==> config.mk <==
export PLATFORM = sky130hd
export DESIGN_NAME = pmrs_top
export DESIGN_NICKNAME = d
export VERILOG_FILES = /design/src/rtl/pmrs_pkg.sv /design/src/rtl/pmrs_top.sv
export VERILOG_INCLUDE_DIRS = /design/src /design/src/rtl
export SDC_FILE = /design/constraint.sdc
export NUM_CORES = 1
export LEC_CHECK = 0
export BUFFER_PORTS_ARGS = -buffer_cell sky130_fd_sc_hd__clkbuf_2
export CORE_MARGIN = 1.5
export CORE_UTILIZATION = 50
export DETAILED_ROUTE_END_ITERATION = 8
export PLACE_DENSITY = 0.71
export SKIP_LAST_GASP = 1
export SLEW_MARGIN = 40
export SYNTH_ARGS = -nofsm -noshare
export SYNTH_HDL_FRONTEND = slang
export SYNTH_SLANG_ARGS = --single-unit
==> constraint.sdc <==
create_clock -name pclk -period 3.3 [get_ports pclk]
set_input_delay 0.165 -clock pclk [delete_from_list [all_inputs] [get_ports pclk]]
set_output_delay 0.165 -clock pclk [all_outputs]
set_load 0.02 [all_outputs]
==> src/rtl/pmrs_defs.svh <==
// offsets, field positions, reset values and timing counts of the sequencer
// assumes a 40 MHz pclk and a 32-bit APB register bus
`ifndef PMRS_DEFS_SVH
`define PMRS_DEFS_SVH
`define PMRS_OFF_MODE     12'h000
`define PMRS_OFF_SRST     12'h004
`define PMRS_OFF_DOM      12'h008
`define PMRS_OFF_CMD      12'h00C
`define PMRS_OFF_SLPT     12'h010
`define PMRS_OFF_THR      12'h014
`define PMRS_OFF_STAT     12'h018
`define PMRS_MODE_LFX_LSB 0
`define PMRS_MODE_SLPDIS  2
`define PMRS_MODE_XREQ    3
`define PMRS_MODE_VCCCHG  4
`define PMRS_MODE_SRC     5
`define PMRS_MODE_CAL     6
`define PMRS_MODE_RST     7'h50
`define PMRS_DOM_RADIO    0
`define PMRS_DOM_IRAM0    1
`define PMRS_DOM_IRAM1    2
`define PMRS_DOM_DRAM1    3
`define PMRS_DOM_OTP      4
`define PMRS_DOM_RST      5'h00
`define PMRS_CMD_HALT     0
`define PMRS_CMD_SLEEP    1
`define PMRS_CMD_DEEP     2
`define PMRS_THR_RST      8'h20
`define PMRS_SLPT_RST     32'h00000000
`define PMRS_STAT_CFG_LSB 3
`define PMRS_STAT_LV_LSB  5
`define PMRS_STAT_RF      8
`define PMRS_STAT_KEY     9
`define PMRS_STAT_RST     10
`define PMRS_KEY_FIRST    32'hCAFEABAB
`define PMRS_KEY_SECOND   32'hCDCDBEEF
`define PMRS_CLK_MHZ      40
`define PMRS_RST_HOLD_NS  1000
`define PMRS_RST_HOLD_CYC ((`PMRS_RST_HOLD_NS * `PMRS_CLK_MHZ + 999) / 1000)
`define PMRS_MIN_SLEEP_US 100
`define PMRS_MIN_SLEEP_CYC (`PMRS_MIN_SLEEP_US * `PMRS_CLK_MHZ)
`endif

==> src/rtl/pmrs_pkg.sv <==
// types shared by the power mode and reset sequencer
// assumes nothing beyond the defs header
package pmrs_pkg;
	typedef enum logic [2:0] {
		ST_DETECT,
		ST_ACTIVE_RC,
		ST_ACTIVE_XTAL,
		ST_HALT,
		ST_SLEEP,
		ST_DEEP,
		ST_DISABLE
	} pmrs_state_type;
	typedef enum logic [1:0] {
		CFG_STEP_DOWN,
		CFG_STEP_UP,
		CFG_DCDC_OFF,
		CFG_EXT_DCDC
	} pmrs_cfg_type;
endpackage : pmrs_pkg

==> src/rtl/pmrs_top.sv <==
// power mode and reset sequencer with its APB register file
// assumes analog comparators and pads arrive asynchronously; presetn is the power-on reset
// What this block does
// [RULE_01] enable pin low: disable mode, pads hi-z, registers lost, firmware held in reset
// [RULE_02] power-on reset loads every flop of the block with its reset value
// [RULE_03] core and radio reset by power-on, supply check, watchdog or soft reset
// [RULE_04] two key words written in order fire the soft reset
// [RULE_05] always-on domain enable stays high permanently
// [RULE_06] sequencer switches retention and minimal domains; cpu bits switch the rest
// [RULE_07] radio, second instruction ram and otp need the minimal domain on
// [RULE_08] supply configuration detected at start, regulation follows it
// [RULE_09] a monitored supply going low raises a low-voltage event
// [RULE_10] battery-side monitor takes a 4-bit threshold code, 100mV steps
// [RULE_11] core supply monitor takes a 4-bit code, 50mV steps, 0010 is 1.05V
// [RULE_12] radio supply level bit readable by firmware
// [RULE_13] power-up, enable release or wake enter active rc mode
// [RULE_14] crystal request moves active rc to active crystal mode
// [RULE_15] idle cpu halts; sleep only when enough time remains
// [RULE_16] sleep disabled by software keeps the halted active state
// [RULE_17] sleep ends on sleep timer expiry or pad activity
// [RULE_18] deep sleep only on command; no vcc charge, low-precision rc
// [RULE_19] sleep modes: dcdc off, cpu off, bank zero retained, slow clock
// [RULE_20] low-frequency rc runs always, relaxed when crystal times sleep
// [RULE_21] crystal mode 0 off with clock at zero, 1 crystal, 2 square, 3 sine
// [RULE_22] reset default sleep source is internal rc with calibration on
// [RULE_23] state machine drives clock choice and enables; disable overrides all
`timescale 1ns/1ps
`include "pmrs_defs.svh"
module pmrs_top import pmrs_pkg::*; (
	// clock and reset
	input  wire logic        pclk,
	input  wire logic        presetn,
	// apb slave
	input  wire logic        psel,
	input  wire logic        penable,
	input  wire logic        pwrite,
	input  wire logic [11:0] paddr,
	input  wire logic [31:0] pwdata,
	output logic      [31:0] prdata,
	output logic             pready,
	output logic             pslverr,
	// pads and comparators, asynchronous
	input  wire logic        chip_enable_pin,
	input  wire logic        wake_pad,
	input  wire logic        vdd_low_cmp,
	input  wire logic        battery_side_supply_below,
	input  wire logic        vcc_below,
	input  wire logic        rf_supply_ok,
	input  wire logic        det_battery_side_supply_hi,
	input  wire logic        det_vcc_hi,
	input  wire logic        det_sw_grounded,
	input  wire logic        lowfreq_osc_input,
	input  wire logic        lowfreq_amp_out,
	// cpu side, same clock
	input  wire logic        watchdog_req,
	// resets and pads
	output logic             core_reset_n,
	output logic             gpio_hiz,
	// power domains
	output logic             always_on_domain_en,
	output logic             retention_ram_domain_en,
	output logic             cpu_minimal_domain_en,
	output logic             radio_domain_en,
	output logic             iram0_domain_en,
	output logic             iram1_domain_en,
	output logic             dram1_domain_en,
	output logic             otp_domain_en,
	output logic             data_ram_bank_zero_retain,
	// regulation and monitors
	output logic             dcdc_en,
	output logic             dcdc_step_up,
	output logic             dcdc_switch,
	output logic             ldo_vcc_en,
	output logic             vcc_charge_en,
	output logic      [3:0]  battery_side_supply_thresh_code,
	output logic      [3:0]  vcc_thresh_code,
	output logic             lowvolt_event,
	// clocks and cpu
	output logic             sysclk_sel_xtal,
	output logic             hf_xtal_en,
	output logic             pm_clk_slow,
	output logic             lfrc_low_precision,
	output logic             lfrc_calib_en,
	output logic             lfx_amp_en,
	output logic             lfx_load_cap_en,
	output logic             lowfreq_crystal_clock,
	output logic             cpu_halt
);

	pmrs_state_type state;
	pmrs_state_type next_state;
	pmrs_cfg_type   cfg;
	logic [10:0]    sync1;
	logic [10:0]    sync2;
	logic           en_s;
	logic           wake_s;
	logic           vdd_low_s;
	logic           battery_side_supply_low_s;
	logic           vcc_low_s;
	logic           rf_ok_s;
	logic           det_battery_side_supply_s;
	logic           det_vcc_s;
	logic           det_sw_s;
	logic           osc_in_s;
	logic           amp_out_s;
	logic [6:0]     mode_reg;
	logic [4:0]     dom_reg;
	logic [7:0]     thr_reg;
	logic [31:0]    slp_time;
	logic [31:0]    slp_cnt;
	logic [1:0]     cmd_pend;
	logic [2:0]     lv_prev;
	logic [2:0]     lv_flags;
	logic [2:0]     lv_rise;
	logic           key_armed;
	logic           soft_fire;
	logic [5:0]     rst_cnt;
	logic [1:0]     det_cnt;
	logic [31:0]    rd_mux;
	logic           mapped;
	logic           setup;
	logic           wr;
	logic           halt_cmd;
	logic           time_ok;
	logic           rst_cause;
	logic           next_sleeping;
	logic           next_cpu_on;
	logic [1:0]     lfx_mode;
	logic           src_lfx;

	function automatic logic hit(input logic [11:0] a, input logic [11:0] off);
		return a == off;
	endfunction

	function automatic pmrs_cfg_type decode_cfg(input logic vb1, input logic vcc,
		input logic swg);
		if (swg)
			return vcc ? CFG_EXT_DCDC : CFG_DCDC_OFF;
		return vb1 ? CFG_STEP_DOWN : CFG_STEP_UP;
	endfunction

	// two-flop synchronisers for every pad and comparator
	always_ff @(posedge pclk or negedge presetn) begin
		if (!presetn) begin
			sync1 <= 11'h000;
			sync2 <= 11'h000;
		end else begin
			sync1 <= {chip_enable_pin, wake_pad, vdd_low_cmp, battery_side_supply_below, vcc_below,
				rf_supply_ok, det_battery_side_supply_hi, det_vcc_hi, det_sw_grounded,
				lowfreq_osc_input, lowfreq_amp_out};
			sync2 <= sync1;
		end
	end
	assign {en_s, wake_s, vdd_low_s, battery_side_supply_low_s, vcc_low_s, rf_ok_s, det_battery_side_supply_s,
		det_vcc_s, det_sw_s, osc_in_s, amp_out_s} = sync2;

	// apb decode
	assign setup    = psel & ~penable;
	assign wr       = psel & penable & pready & pwrite;
	assign halt_cmd = wr & hit(paddr, `PMRS_OFF_CMD) & pwdata[`PMRS_CMD_HALT];
	assign mapped   = hit(paddr, `PMRS_OFF_MODE) | hit(paddr, `PMRS_OFF_SRST)
		| hit(paddr, `PMRS_OFF_DOM) | hit(paddr, `PMRS_OFF_CMD)
		| hit(paddr, `PMRS_OFF_SLPT) | hit(paddr, `PMRS_OFF_THR)
		| hit(paddr, `PMRS_OFF_STAT);

	always_comb begin
		rd_mux = 32'h00000000;
		if (hit(paddr, `PMRS_OFF_MODE))
			rd_mux[6:0] = mode_reg;
		if (hit(paddr, `PMRS_OFF_DOM))
			rd_mux[4:0] = dom_reg;
		if (hit(paddr, `PMRS_OFF_SLPT))
			rd_mux = slp_time;
		if (hit(paddr, `PMRS_OFF_THR))
			rd_mux[7:0] = thr_reg;
		if (hit(paddr, `PMRS_OFF_STAT)) begin
			rd_mux[2:0] = state;
			rd_mux[`PMRS_STAT_CFG_LSB +: 2] = cfg;
			rd_mux[`PMRS_STAT_LV_LSB +: 3] = lv_flags;
			rd_mux[`PMRS_STAT_RF] = rf_ok_s; // [RULE_12]
			rd_mux[`PMRS_STAT_KEY] = key_armed;
			rd_mux[`PMRS_STAT_RST] = ~core_reset_n;
		end
	end

	// no wait state: answer prepared in setup, pready high in the first access cycle
	always_ff @(posedge pclk or negedge presetn) begin
		if (!presetn) begin
			pready  <= 1'b0;
			pslverr <= 1'b0;
			prdata  <= 32'h00000000;
		end else begin
			pready  <= setup;
			pslverr <= setup & ~mapped;
			if (setup & ~pwrite)
				prdata <= rd_mux;
		end
	end

	// control registers, lost while disabled
	always_ff @(posedge pclk or negedge presetn) begin
		if (!presetn) begin
			mode_reg <= `PMRS_MODE_RST; // [RULE_22]
			dom_reg  <= `PMRS_DOM_RST;
			thr_reg  <= `PMRS_THR_RST;
			slp_time <= `PMRS_SLPT_RST;
		end else if (state == ST_DISABLE) begin
			mode_reg <= `PMRS_MODE_RST; // [RULE_01]
			dom_reg  <= `PMRS_DOM_RST;
			thr_reg  <= `PMRS_THR_RST;
			slp_time <= `PMRS_SLPT_RST;
		end else if (wr) begin
			if (hit(paddr, `PMRS_OFF_MODE))
				mode_reg <= pwdata[6:0];
			if (hit(paddr, `PMRS_OFF_DOM))
				dom_reg <= pwdata[4:0]; // [RULE_06]
			if (hit(paddr, `PMRS_OFF_THR))
				thr_reg <= pwdata[7:0]; // [RULE_10] [RULE_11]
			if (hit(paddr, `PMRS_OFF_SLPT))
				slp_time <= pwdata;
		end
	end
	assign lfx_mode = mode_reg[`PMRS_MODE_LFX_LSB +: 2];
	assign src_lfx  = mode_reg[`PMRS_MODE_SRC] & (lfx_mode != 2'h0);
	assign time_ok  = slp_time >= 32'(`PMRS_MIN_SLEEP_CYC);

	// soft reset key: first word arms, second word fires, anything else disarms
	always_ff @(posedge pclk or negedge presetn) begin
		if (!presetn) begin
			key_armed <= 1'b0;
			soft_fire <= 1'b0;
		end else begin
			soft_fire <= 1'b0;
			if (state == ST_DISABLE) begin
				key_armed <= 1'b0;
			end else if (wr & hit(paddr, `PMRS_OFF_SRST)) begin
				key_armed <= pwdata == `PMRS_KEY_FIRST; // [RULE_04]
				soft_fire <= key_armed & (pwdata == `PMRS_KEY_SECOND); // [RULE_04]
			end
		end
	end

	// core and radio reset stretcher
	assign rst_cause = soft_fire | watchdog_req | vdd_low_s | (state == ST_DISABLE);
	always_ff @(posedge pclk or negedge presetn) begin
		if (!presetn) begin
			rst_cnt      <= 6'(`PMRS_RST_HOLD_CYC); // [RULE_02]
			core_reset_n <= 1'b0;
		end else begin
			if (rst_cause)
				rst_cnt <= 6'(`PMRS_RST_HOLD_CYC); // [RULE_03]
			else if (rst_cnt != 6'h00)
				rst_cnt <= rst_cnt - 6'h01;
			core_reset_n <= ~rst_cause & (rst_cnt <= 6'h01); // [RULE_03]
		end
	end

	// low-voltage events, set wins over write-one clear
	assign lv_rise = {~rf_ok_s, vcc_low_s, battery_side_supply_low_s} & ~lv_prev;
	always_ff @(posedge pclk or negedge presetn) begin
		if (!presetn) begin
			lv_prev       <= 3'h4; // matches the synchroniser's reset image of rf ok
			lv_flags      <= 3'h0;
			lowvolt_event <= 1'b0;
		end else begin
			lv_prev       <= {~rf_ok_s, vcc_low_s, battery_side_supply_low_s};
			lowvolt_event <= |lv_rise; // [RULE_09]
			if (wr & hit(paddr, `PMRS_OFF_STAT))
				lv_flags <= (lv_flags & ~pwdata[`PMRS_STAT_LV_LSB +: 3]) | lv_rise;
			else
				lv_flags <= lv_flags | lv_rise; // [RULE_09]
		end
	end

	// mode sequencer
	always_comb begin
		next_state = state;
		unique case (state)
			ST_DETECT:
				if (det_cnt == 2'h3)
					next_state = ST_ACTIVE_RC; // [RULE_13]
			ST_ACTIVE_RC:
				if (halt_cmd)
					next_state = ST_HALT; // [RULE_15]
				else if (mode_reg[`PMRS_MODE_XREQ])
					next_state = ST_ACTIVE_XTAL; // [RULE_14]
			ST_ACTIVE_XTAL:
				if (halt_cmd)
					next_state = ST_HALT;
				else if (!mode_reg[`PMRS_MODE_XREQ])
					next_state = ST_ACTIVE_RC;
			ST_HALT:
				if (wake_s)
					next_state = ST_ACTIVE_RC;
				else if (mode_reg[`PMRS_MODE_SLPDIS])
					next_state = ST_HALT; // [RULE_16]
				else if (cmd_pend[1])
					next_state = ST_DEEP; // [RULE_18]
				else if (cmd_pend[0] & time_ok)
					next_state = ST_SLEEP; // [RULE_15]
			ST_SLEEP:
				if (wake_s | (slp_cnt == 32'h00000000))
					next_state = ST_ACTIVE_RC; // [RULE_17]
			ST_DEEP:
				if (wake_s | ((slp_cnt == 32'h00000000) & (slp_time != 32'h00000000)))
					next_state = ST_ACTIVE_RC; // [RULE_17]
			ST_DISABLE:
				if (en_s)
					next_state = ST_ACTIVE_RC; // [RULE_13]
			default:
				next_state = ST_DISABLE;
		endcase
		if (!en_s)
			next_state = ST_DISABLE; // [RULE_01] [RULE_23]
	end

	always_ff @(posedge pclk or negedge presetn) begin
		if (!presetn)
			state <= ST_DETECT; // [RULE_02]
		else
			state <= next_state;
	end

	// configuration follows the detector while in the detect or disable state
	always_ff @(posedge pclk or negedge presetn) begin
		if (!presetn) begin
			det_cnt <= 2'h0;
			cfg     <= CFG_STEP_DOWN;
		end else if ((state == ST_DETECT) | (state == ST_DISABLE)) begin
			det_cnt <= det_cnt + 2'h1;
			cfg     <= decode_cfg(det_battery_side_supply_s, det_vcc_s, det_sw_s); // [RULE_08]
		end
	end

	// halt command carries the pending sleep request
	always_ff @(posedge pclk or negedge presetn) begin
		if (!presetn)
			cmd_pend <= 2'h0;
		else if (halt_cmd)
			cmd_pend <= {pwdata[`PMRS_CMD_DEEP], pwdata[`PMRS_CMD_SLEEP]};
		else if (next_state != ST_HALT)
			cmd_pend <= 2'h0;
	end

	// sleep timer loaded on entry, counts down while asleep
	always_ff @(posedge pclk or negedge presetn) begin
		if (!presetn)
			slp_cnt <= 32'h00000000;
		else if ((next_state == ST_SLEEP | next_state == ST_DEEP) & (state == ST_HALT))
			slp_cnt <= slp_time;
		else if ((state == ST_SLEEP | state == ST_DEEP) & (slp_cnt != 32'h00000000))
			slp_cnt <= slp_cnt - 32'h00000001; // [RULE_17]
	end

	// outputs follow the next state so they line up with the state register
	assign next_sleeping = (next_state == ST_SLEEP) | (next_state == ST_DEEP);
	assign next_cpu_on   = (next_state != ST_DISABLE) & ~next_sleeping;
	always_ff @(posedge pclk or negedge presetn) begin
		if (!presetn) begin
			gpio_hiz                  <= 1'b0;
			always_on_domain_en       <= 1'b1;
			retention_ram_domain_en   <= 1'b0;
			cpu_minimal_domain_en     <= 1'b0;
			radio_domain_en           <= 1'b0;
			iram0_domain_en           <= 1'b0;
			iram1_domain_en           <= 1'b0;
			dram1_domain_en           <= 1'b0;
			otp_domain_en             <= 1'b0;
			data_ram_bank_zero_retain <= 1'b0;
			sysclk_sel_xtal           <= 1'b0;
			hf_xtal_en                <= 1'b0;
			pm_clk_slow               <= 1'b0;
			cpu_halt                  <= 1'b0;
		end else begin
			gpio_hiz                  <= next_state == ST_DISABLE; // [RULE_01]
			always_on_domain_en       <= 1'b1; // [RULE_05]
			retention_ram_domain_en   <= next_state != ST_DISABLE; // [RULE_06]
			cpu_minimal_domain_en     <= next_cpu_on; // [RULE_06]
			radio_domain_en           <= next_cpu_on & dom_reg[`PMRS_DOM_RADIO]; // [RULE_07]
			iram1_domain_en           <= next_cpu_on & dom_reg[`PMRS_DOM_IRAM1]; // [RULE_07]
			otp_domain_en             <= next_cpu_on & dom_reg[`PMRS_DOM_OTP]; // [RULE_07]
			iram0_domain_en           <= (next_state != ST_DISABLE) & dom_reg[`PMRS_DOM_IRAM0];
			dram1_domain_en           <= (next_state != ST_DISABLE) & dom_reg[`PMRS_DOM_DRAM1];
			data_ram_bank_zero_retain <= next_sleeping; // [RULE_19]
			sysclk_sel_xtal           <= next_state == ST_ACTIVE_XTAL; // [RULE_23]
			hf_xtal_en                <= next_state == ST_ACTIVE_XTAL; // [RULE_14]
			pm_clk_slow               <= next_sleeping; // [RULE_19]
			cpu_halt                  <= next_state == ST_HALT; // [RULE_15]
		end
	end

	// regulation matched to the detected configuration
	always_ff @(posedge pclk or negedge presetn) begin
		if (!presetn) begin
			dcdc_en           <= 1'b0;
			dcdc_step_up      <= 1'b0;
			dcdc_switch       <= 1'b0;
			ldo_vcc_en        <= 1'b0;
			vcc_charge_en     <= 1'b0;
			battery_side_supply_thresh_code <= 4'h0;
			vcc_thresh_code   <= 4'h0;
		end else begin
			dcdc_en      <= next_cpu_on & ((cfg == CFG_STEP_DOWN) | (cfg == CFG_STEP_UP)); // [RULE_19]
			dcdc_step_up <= cfg == CFG_STEP_UP; // [RULE_08]
			dcdc_switch  <= next_cpu_on & (((cfg == CFG_STEP_DOWN) & vcc_low_s)
				| ((cfg == CFG_STEP_UP) & battery_side_supply_low_s)); // [RULE_08]
			ldo_vcc_en   <= (cfg == CFG_DCDC_OFF) & (next_state != ST_DISABLE);
			vcc_charge_en <= (next_state == ST_SLEEP) ? mode_reg[`PMRS_MODE_VCCCHG]
				: next_cpu_on; // [RULE_18]
			battery_side_supply_thresh_code <= thr_reg[3:0]; // [RULE_10]
			vcc_thresh_code   <= thr_reg[7:4]; // [RULE_11]
		end
	end

	// low-frequency oscillators
	always_ff @(posedge pclk or negedge presetn) begin
		if (!presetn) begin
			lfrc_low_precision    <= 1'b0;
			lfrc_calib_en         <= 1'b0;
			lfx_amp_en            <= 1'b0;
			lfx_load_cap_en       <= 1'b0;
			lowfreq_crystal_clock <= 1'b0;
		end else begin
			lfrc_low_precision <= (next_state == ST_DEEP) | src_lfx; // [RULE_18] [RULE_20]
			lfrc_calib_en      <= mode_reg[`PMRS_MODE_CAL] & ~src_lfx; // [RULE_22]
			lfx_amp_en         <= (lfx_mode == 2'h1) | (lfx_mode == 2'h3); // [RULE_21]
			lfx_load_cap_en    <= lfx_mode == 2'h1; // [RULE_21]
			unique case (lfx_mode)
				2'h0: lowfreq_crystal_clock <= 1'b0; // [RULE_21]
				2'h2: lowfreq_crystal_clock <= osc_in_s;
				2'h1, 2'h3: lowfreq_crystal_clock <= amp_out_s;
			endcase
		end
	end

	property p_disable;
		@(posedge pclk) disable iff (!presetn)
		!en_s |=> (state == ST_DISABLE) && gpio_hiz ##1 !core_reset_n;
	endproperty
	a_disable: assert property (p_disable) else $error("disable not entered"); // [RULE_01]

	property p_soft_key;
		@(posedge pclk) disable iff (!presetn)
		soft_fire |=> !core_reset_n [*8];
	endproperty
	a_soft_key: assert property (p_soft_key) else $error("soft reset too short"); // [RULE_04]

	property p_wdog;
		@(posedge pclk) disable iff (!presetn)
		watchdog_req |=> !core_reset_n ##1 (rst_cnt != 6'h00);
	endproperty
	a_wdog: assert property (p_wdog) else $error("watchdog reset missing"); // [RULE_03]

	property p_radio_dep;
		@(posedge pclk) disable iff (!presetn)
		(radio_domain_en || iram1_domain_en || otp_domain_en) |-> cpu_minimal_domain_en;
	endproperty
	a_radio_dep: assert property (p_radio_dep) else $error("domain on without minimal"); // [RULE_07]

	property p_wake;
		@(posedge pclk) disable iff (!presetn)
		((state == ST_SLEEP) && wake_s && en_s) |=> (state == ST_ACTIVE_RC) && !pm_clk_slow;
	endproperty
	a_wake: assert property (p_wake) else $error("pad wake ignored"); // [RULE_17]

	property p_sleep_outputs;
		@(posedge pclk) disable iff (!presetn)
		((state == ST_SLEEP) || (state == ST_DEEP)) |-> !dcdc_en && pm_clk_slow
			&& data_ram_bank_zero_retain && !cpu_minimal_domain_en;
	endproperty
	a_sleep_outputs: assert property (p_sleep_outputs) else $error("sleep outputs wrong"); // [RULE_19]

	property p_sleep_disabled;
		@(posedge pclk) disable iff (!presetn)
		((state == ST_HALT) && mode_reg[`PMRS_MODE_SLPDIS] && !wake_s && en_s)
			|=> (state == ST_HALT) && cpu_halt;
	endproperty
	a_sleep_disabled: assert property (p_sleep_disabled) else $error("slept while disabled"); // [RULE_16]

	property p_lfx_zero;
		@(posedge pclk) disable iff (!presetn)
		(lfx_mode == 2'h0) |=> !lowfreq_crystal_clock && !lfx_amp_en;
	endproperty
	a_lfx_zero: assert property (p_lfx_zero) else $error("crystal clock not held low"); // [RULE_21]

	property p_lv_event;
		@(posedge pclk) disable iff (!presetn)
		(battery_side_supply_low_s && !$past(battery_side_supply_low_s)) |=> lowvolt_event && lv_flags[0];
	endproperty
	a_lv_event: assert property (p_lv_event) else $error("low-voltage event missing"); // [RULE_09]

	property p_deep;
		@(posedge pclk) disable iff (!presetn)
		(state == ST_DEEP) |-> lfrc_low_precision && !vcc_charge_en && $past(state) != ST_SLEEP;
	endproperty
	a_deep: assert property (p_deep) else $error("deep sleep settings wrong"); // [RULE_18]

endmodule : pmrs_top

==> flow_metrics.py <==
metrics = {
    "logic_synthesis": {
        "synth_flop_cell": "dfrtp_1",
        "netlist_instances": 865,
        "syn_nets": 931,
        "ys_types": 72,
        "ys_async_sr_fraction": 1.00,
        "yosysSeqAreaShare": 0.565,
        "synthXorXnorAreaFrac": 0.00611,
        "synth-edff-count": 0,
        "synth_warnings": 0,
        "synth_top_family_by_area": "simple AND/OR/NAND/NOR gates",
        "syn_area_um2": 8600,
        "syn_avg_cell_area_um2": 9.95,
        "muxShareOfSynthArea": 0.0247,
        "synth_compound_area_frac": 0.136,
        "ys_ff_latch": 194,
        "synthSimpleGateAreaFrac": 0.229,
        "yosys.area_share.adder": 0.00727,
    },
    "worst_setup_path": {
        "setup.worst_path.end_class": "flip-flop",
        "path_cells": "nor4_1 > nand3_1 > nor3_2 > o22ai_1 > o21a_1 > buf_12 > o2bb2ai_1 > a211o_1",
        "reg2reg_depth": 8,
        "crit_type": "reg2reg",
        "startpoint_type": "flip-flop",
        "r2r-start": "slp_cnt[20]",
        "crit_fanout": 33,
        "reg2reg_to": "slp_cnt[25]",
        "crit_slowest_cell": "dfrtp_1",
        "cp.arrival_ps": 3060,
        "cpPeakStageDelay_ps": 420,
        "reg2reg_slack_ps": 560,
        "cp.required_ps": 3620,
    },
    "floorplanning": {
        "rows": 47,
        "initial_utilization": 0.515,
        "die_area_um2": 18000,
        "core_area_um2": 16700,
        "die_x_um": 134,
        "die_height_um": 134,
        "ios": 129,
    },
    "drt": {
        "met1_length_um": 10600,
        "vias_per_cell": 5.93,
        "wl_per_cell_um": 18.9,
        "drt_iter0_markers": 858,
        "first_pass_iters": 6,
        "wl_met2_um": 10700,
        "wl_um": 23600,
        "drc": 0,
        "dr.max_layer_used": "met4",
        "dr_wl_met3_um": 1680,
        "ant_nets": 0,
        "num_vias": 7420,
    },
    "power": {
        "power_per_cell_area_nw_per_um2": 606,
        "leakagePower_uw": 0.00482,
        "peakVddDrop_mv": 0.396,
    },
    "cells_and_area": {
        "top_regs": "prdata (32), slp_cnt (32), slp_time (32)",
        "nNetsFinal": 1083,
        "synthToLayoutAreaGrowth_pct": 21.3,
        "drive_gt1_frac": 0.198,
    },
    "sta": {
        "fin_crit_sh": 0.830,
        "period_needed_ps": 2740,
        "rsz0062_at_grt": "false",
        "clock_skew_ps": 13.7,
        "fmaxAchievable_mhz": 365,
        "slew_violations": 0,
        "setup_violations": 0,
        "holdWs_ps": 24.4,
        "worst_slew_pin_slew_ps": 839,
        "relSlewSlack": 0.440,
        "hold_violations": 0,
        "finalSetupTns_ps": 0,
    },
    "cts": {
        "cts_made_buffers": 17,
        "clock_latency_ps": 440,
        "clk_pin_slew_ps": 70,
        "cts_setup_buffers": 0,
        "cts.sinks": 194,
        "htree_levels": 4,
        "cts_tree": "done",
        "cts-resized-gates": 0,
        "cts.path.max_buffers": 2,
        "cts_root_buf": "clkbuf_16",
    },
    "placed_design": {
        "portBuffers": 127,
        "dp_hpwl_um": 15900,
        "gp_congestion": 0.906,
    },
    "global_routing": {
        "grt_pass1_wl_um": 37600,
        "grt_usage": 0.270,
        "grt_pass1_vias": 7138,
        "grt.overflow.total": 0,
        "antenna_found_initial": 0,
        "grt_max_degree": 87,
    },
    "min_path": {
        "min_from": "pwdata[7]",
        "holdPathStages": 3,
        "min_to": "slp_time[7]",
        "hold_path.class": "in2reg",
    },
    "job": {
        "cap_viol_max_count": 0,
    },
    "outcome": {
        "status": "finished, final reports clean",
    },
}
-- metrics by stage --
| step | cell area, µm² | worst slack (ps) | utilization | instances | power, µW |
|---|---|---|---|---|---|
| detailed placement | 9480 | 576 | 0.568 | 1181 | 4280 |
| CTS | 10400 | 559 | 0.625 | 1250 | 6340 |
| global route | 10400 | 287 | 0.625 | 1250 | 6630 |
| global placement | 9470 | 658 | 0.567 | 1181 | 4260 |
| floorplan | 8600 | 960 | - | 865 | 3830 |
| finish | 10400 | 562 | 0.625 | 1251 | 6330 |
-- metal layers --
| metal | GRT usage | vias up |
|---|---|---|
| met5 | 0 | - |
| met4 | 0.108 | 0 |
| met3 | 0.0642 | 58 |
| met2 | 0.392 | 308 |
| met1 | 0.393 | 3663 |
| li1 | - | 3391 |
-- report_power, final --
part	internal [µW]	switching, µW	total [µW]
clock network	1030	996	2030
logic	548	873	1420
registers	2620	264	2880
total	4200	2130	6330
-- cell type report --
cell class,count,area [µm²]
flip-flops and latches,194,4860
repair buffers,181,1170
clock buffers,19,443
diodes,1,2.50
multi-input cells,610,3510
inverters,13,48.8
clock inverters,13,134
well taps,220,275
fillers,1379,6260
-- worst max-delay path, delay by kind of cell (launching register included) --
family	cells	cell delay, ps
buffers and inverters	1	260
AO/OA/AOI/OAI	4	930
AND/OR/NAND/NOR	3	1010
flip-flops	1	420
-- cell usage after synthesis, drive strengths merged (7+ instances only) --
cell	count	area (µm²)
nor2	60	230
o31ai	8	78.8
or3	9	56.3
a21oi	55	275
o211ai	12	90.1
o21ai	37	185
mux2i	19	190
dfrtp	188	4700
inv	12	45.0
buf	16	100
a211oi	7	52.6
nor3	25	130
nand4	9	56.3
clkbuf	32	121
a221o	13	130
and2	8	50.1
nand2	169	637
nor4	20	153
and3	11	68.8
nor2b	9	56.3
nand3	46	230
-- worst max-delay path by stage --
| stage | end | cells past startpoint | start |
|---|---|---|---|
| finish | slp_cnt[25] | 8 | slp_cnt[20] |
| global route | slp_cnt[1] | 7 | slp_cnt[20] |
| CTS | slp_cnt[25] | 8 | slp_cnt[20] |
| detailed placement | slp_cnt[0] | 7 | slp_cnt[20] |
| global placement | slp_cnt[25] | 8 | slp_cnt[20] |
| floorplan | slp_cnt[13] | 9 | slp_cnt[3] |
-- repair_timing --
| action | in CTS | in global routing |
|---|---|---|
| setup endpoints to repair | 0 | 0 |
| hold buffers | 37 | 0 |
| endpoints found under the hold margin | 115 | 0 |
-- cell usage in the layout, fill, tap and decap left out, drive strengths merged, types with 4 or more instances in the layout --
cell type / count
nand2: 169
mux2i: 19
nor4: 20
dfrtp: 188
a211o: 5
a211oi: 7
nand2b: 4
inv: 20
dlygate4sd3: 37
nor2: 60
or2: 5
ha: 5
and2: 8
a21o: 4
or3: 9
a21oi: 55
clkinv: 4
clkbuf: 146
o211ai: 12
a221o: 13
nor2b: 9
nand3: 46
nor3: 25
dfstp: 6
and3: 11
buf: 17
xor2: 4
o311ai: 5
or4: 6
o31ai: 8
nand4b: 6
nand4: 9
o21ai: 37
a22oi: 4
-- kinds of logic after synthesis --
family	after synthesis
AOI/OAI and AO/OA	175
xor gates and xnor gates	6
adders and majority gates	5
buffers and inverters	61
DFF	194
muxes	21
other	1
and+or+nand+nor	402
(Power assumes the default switching activity.)
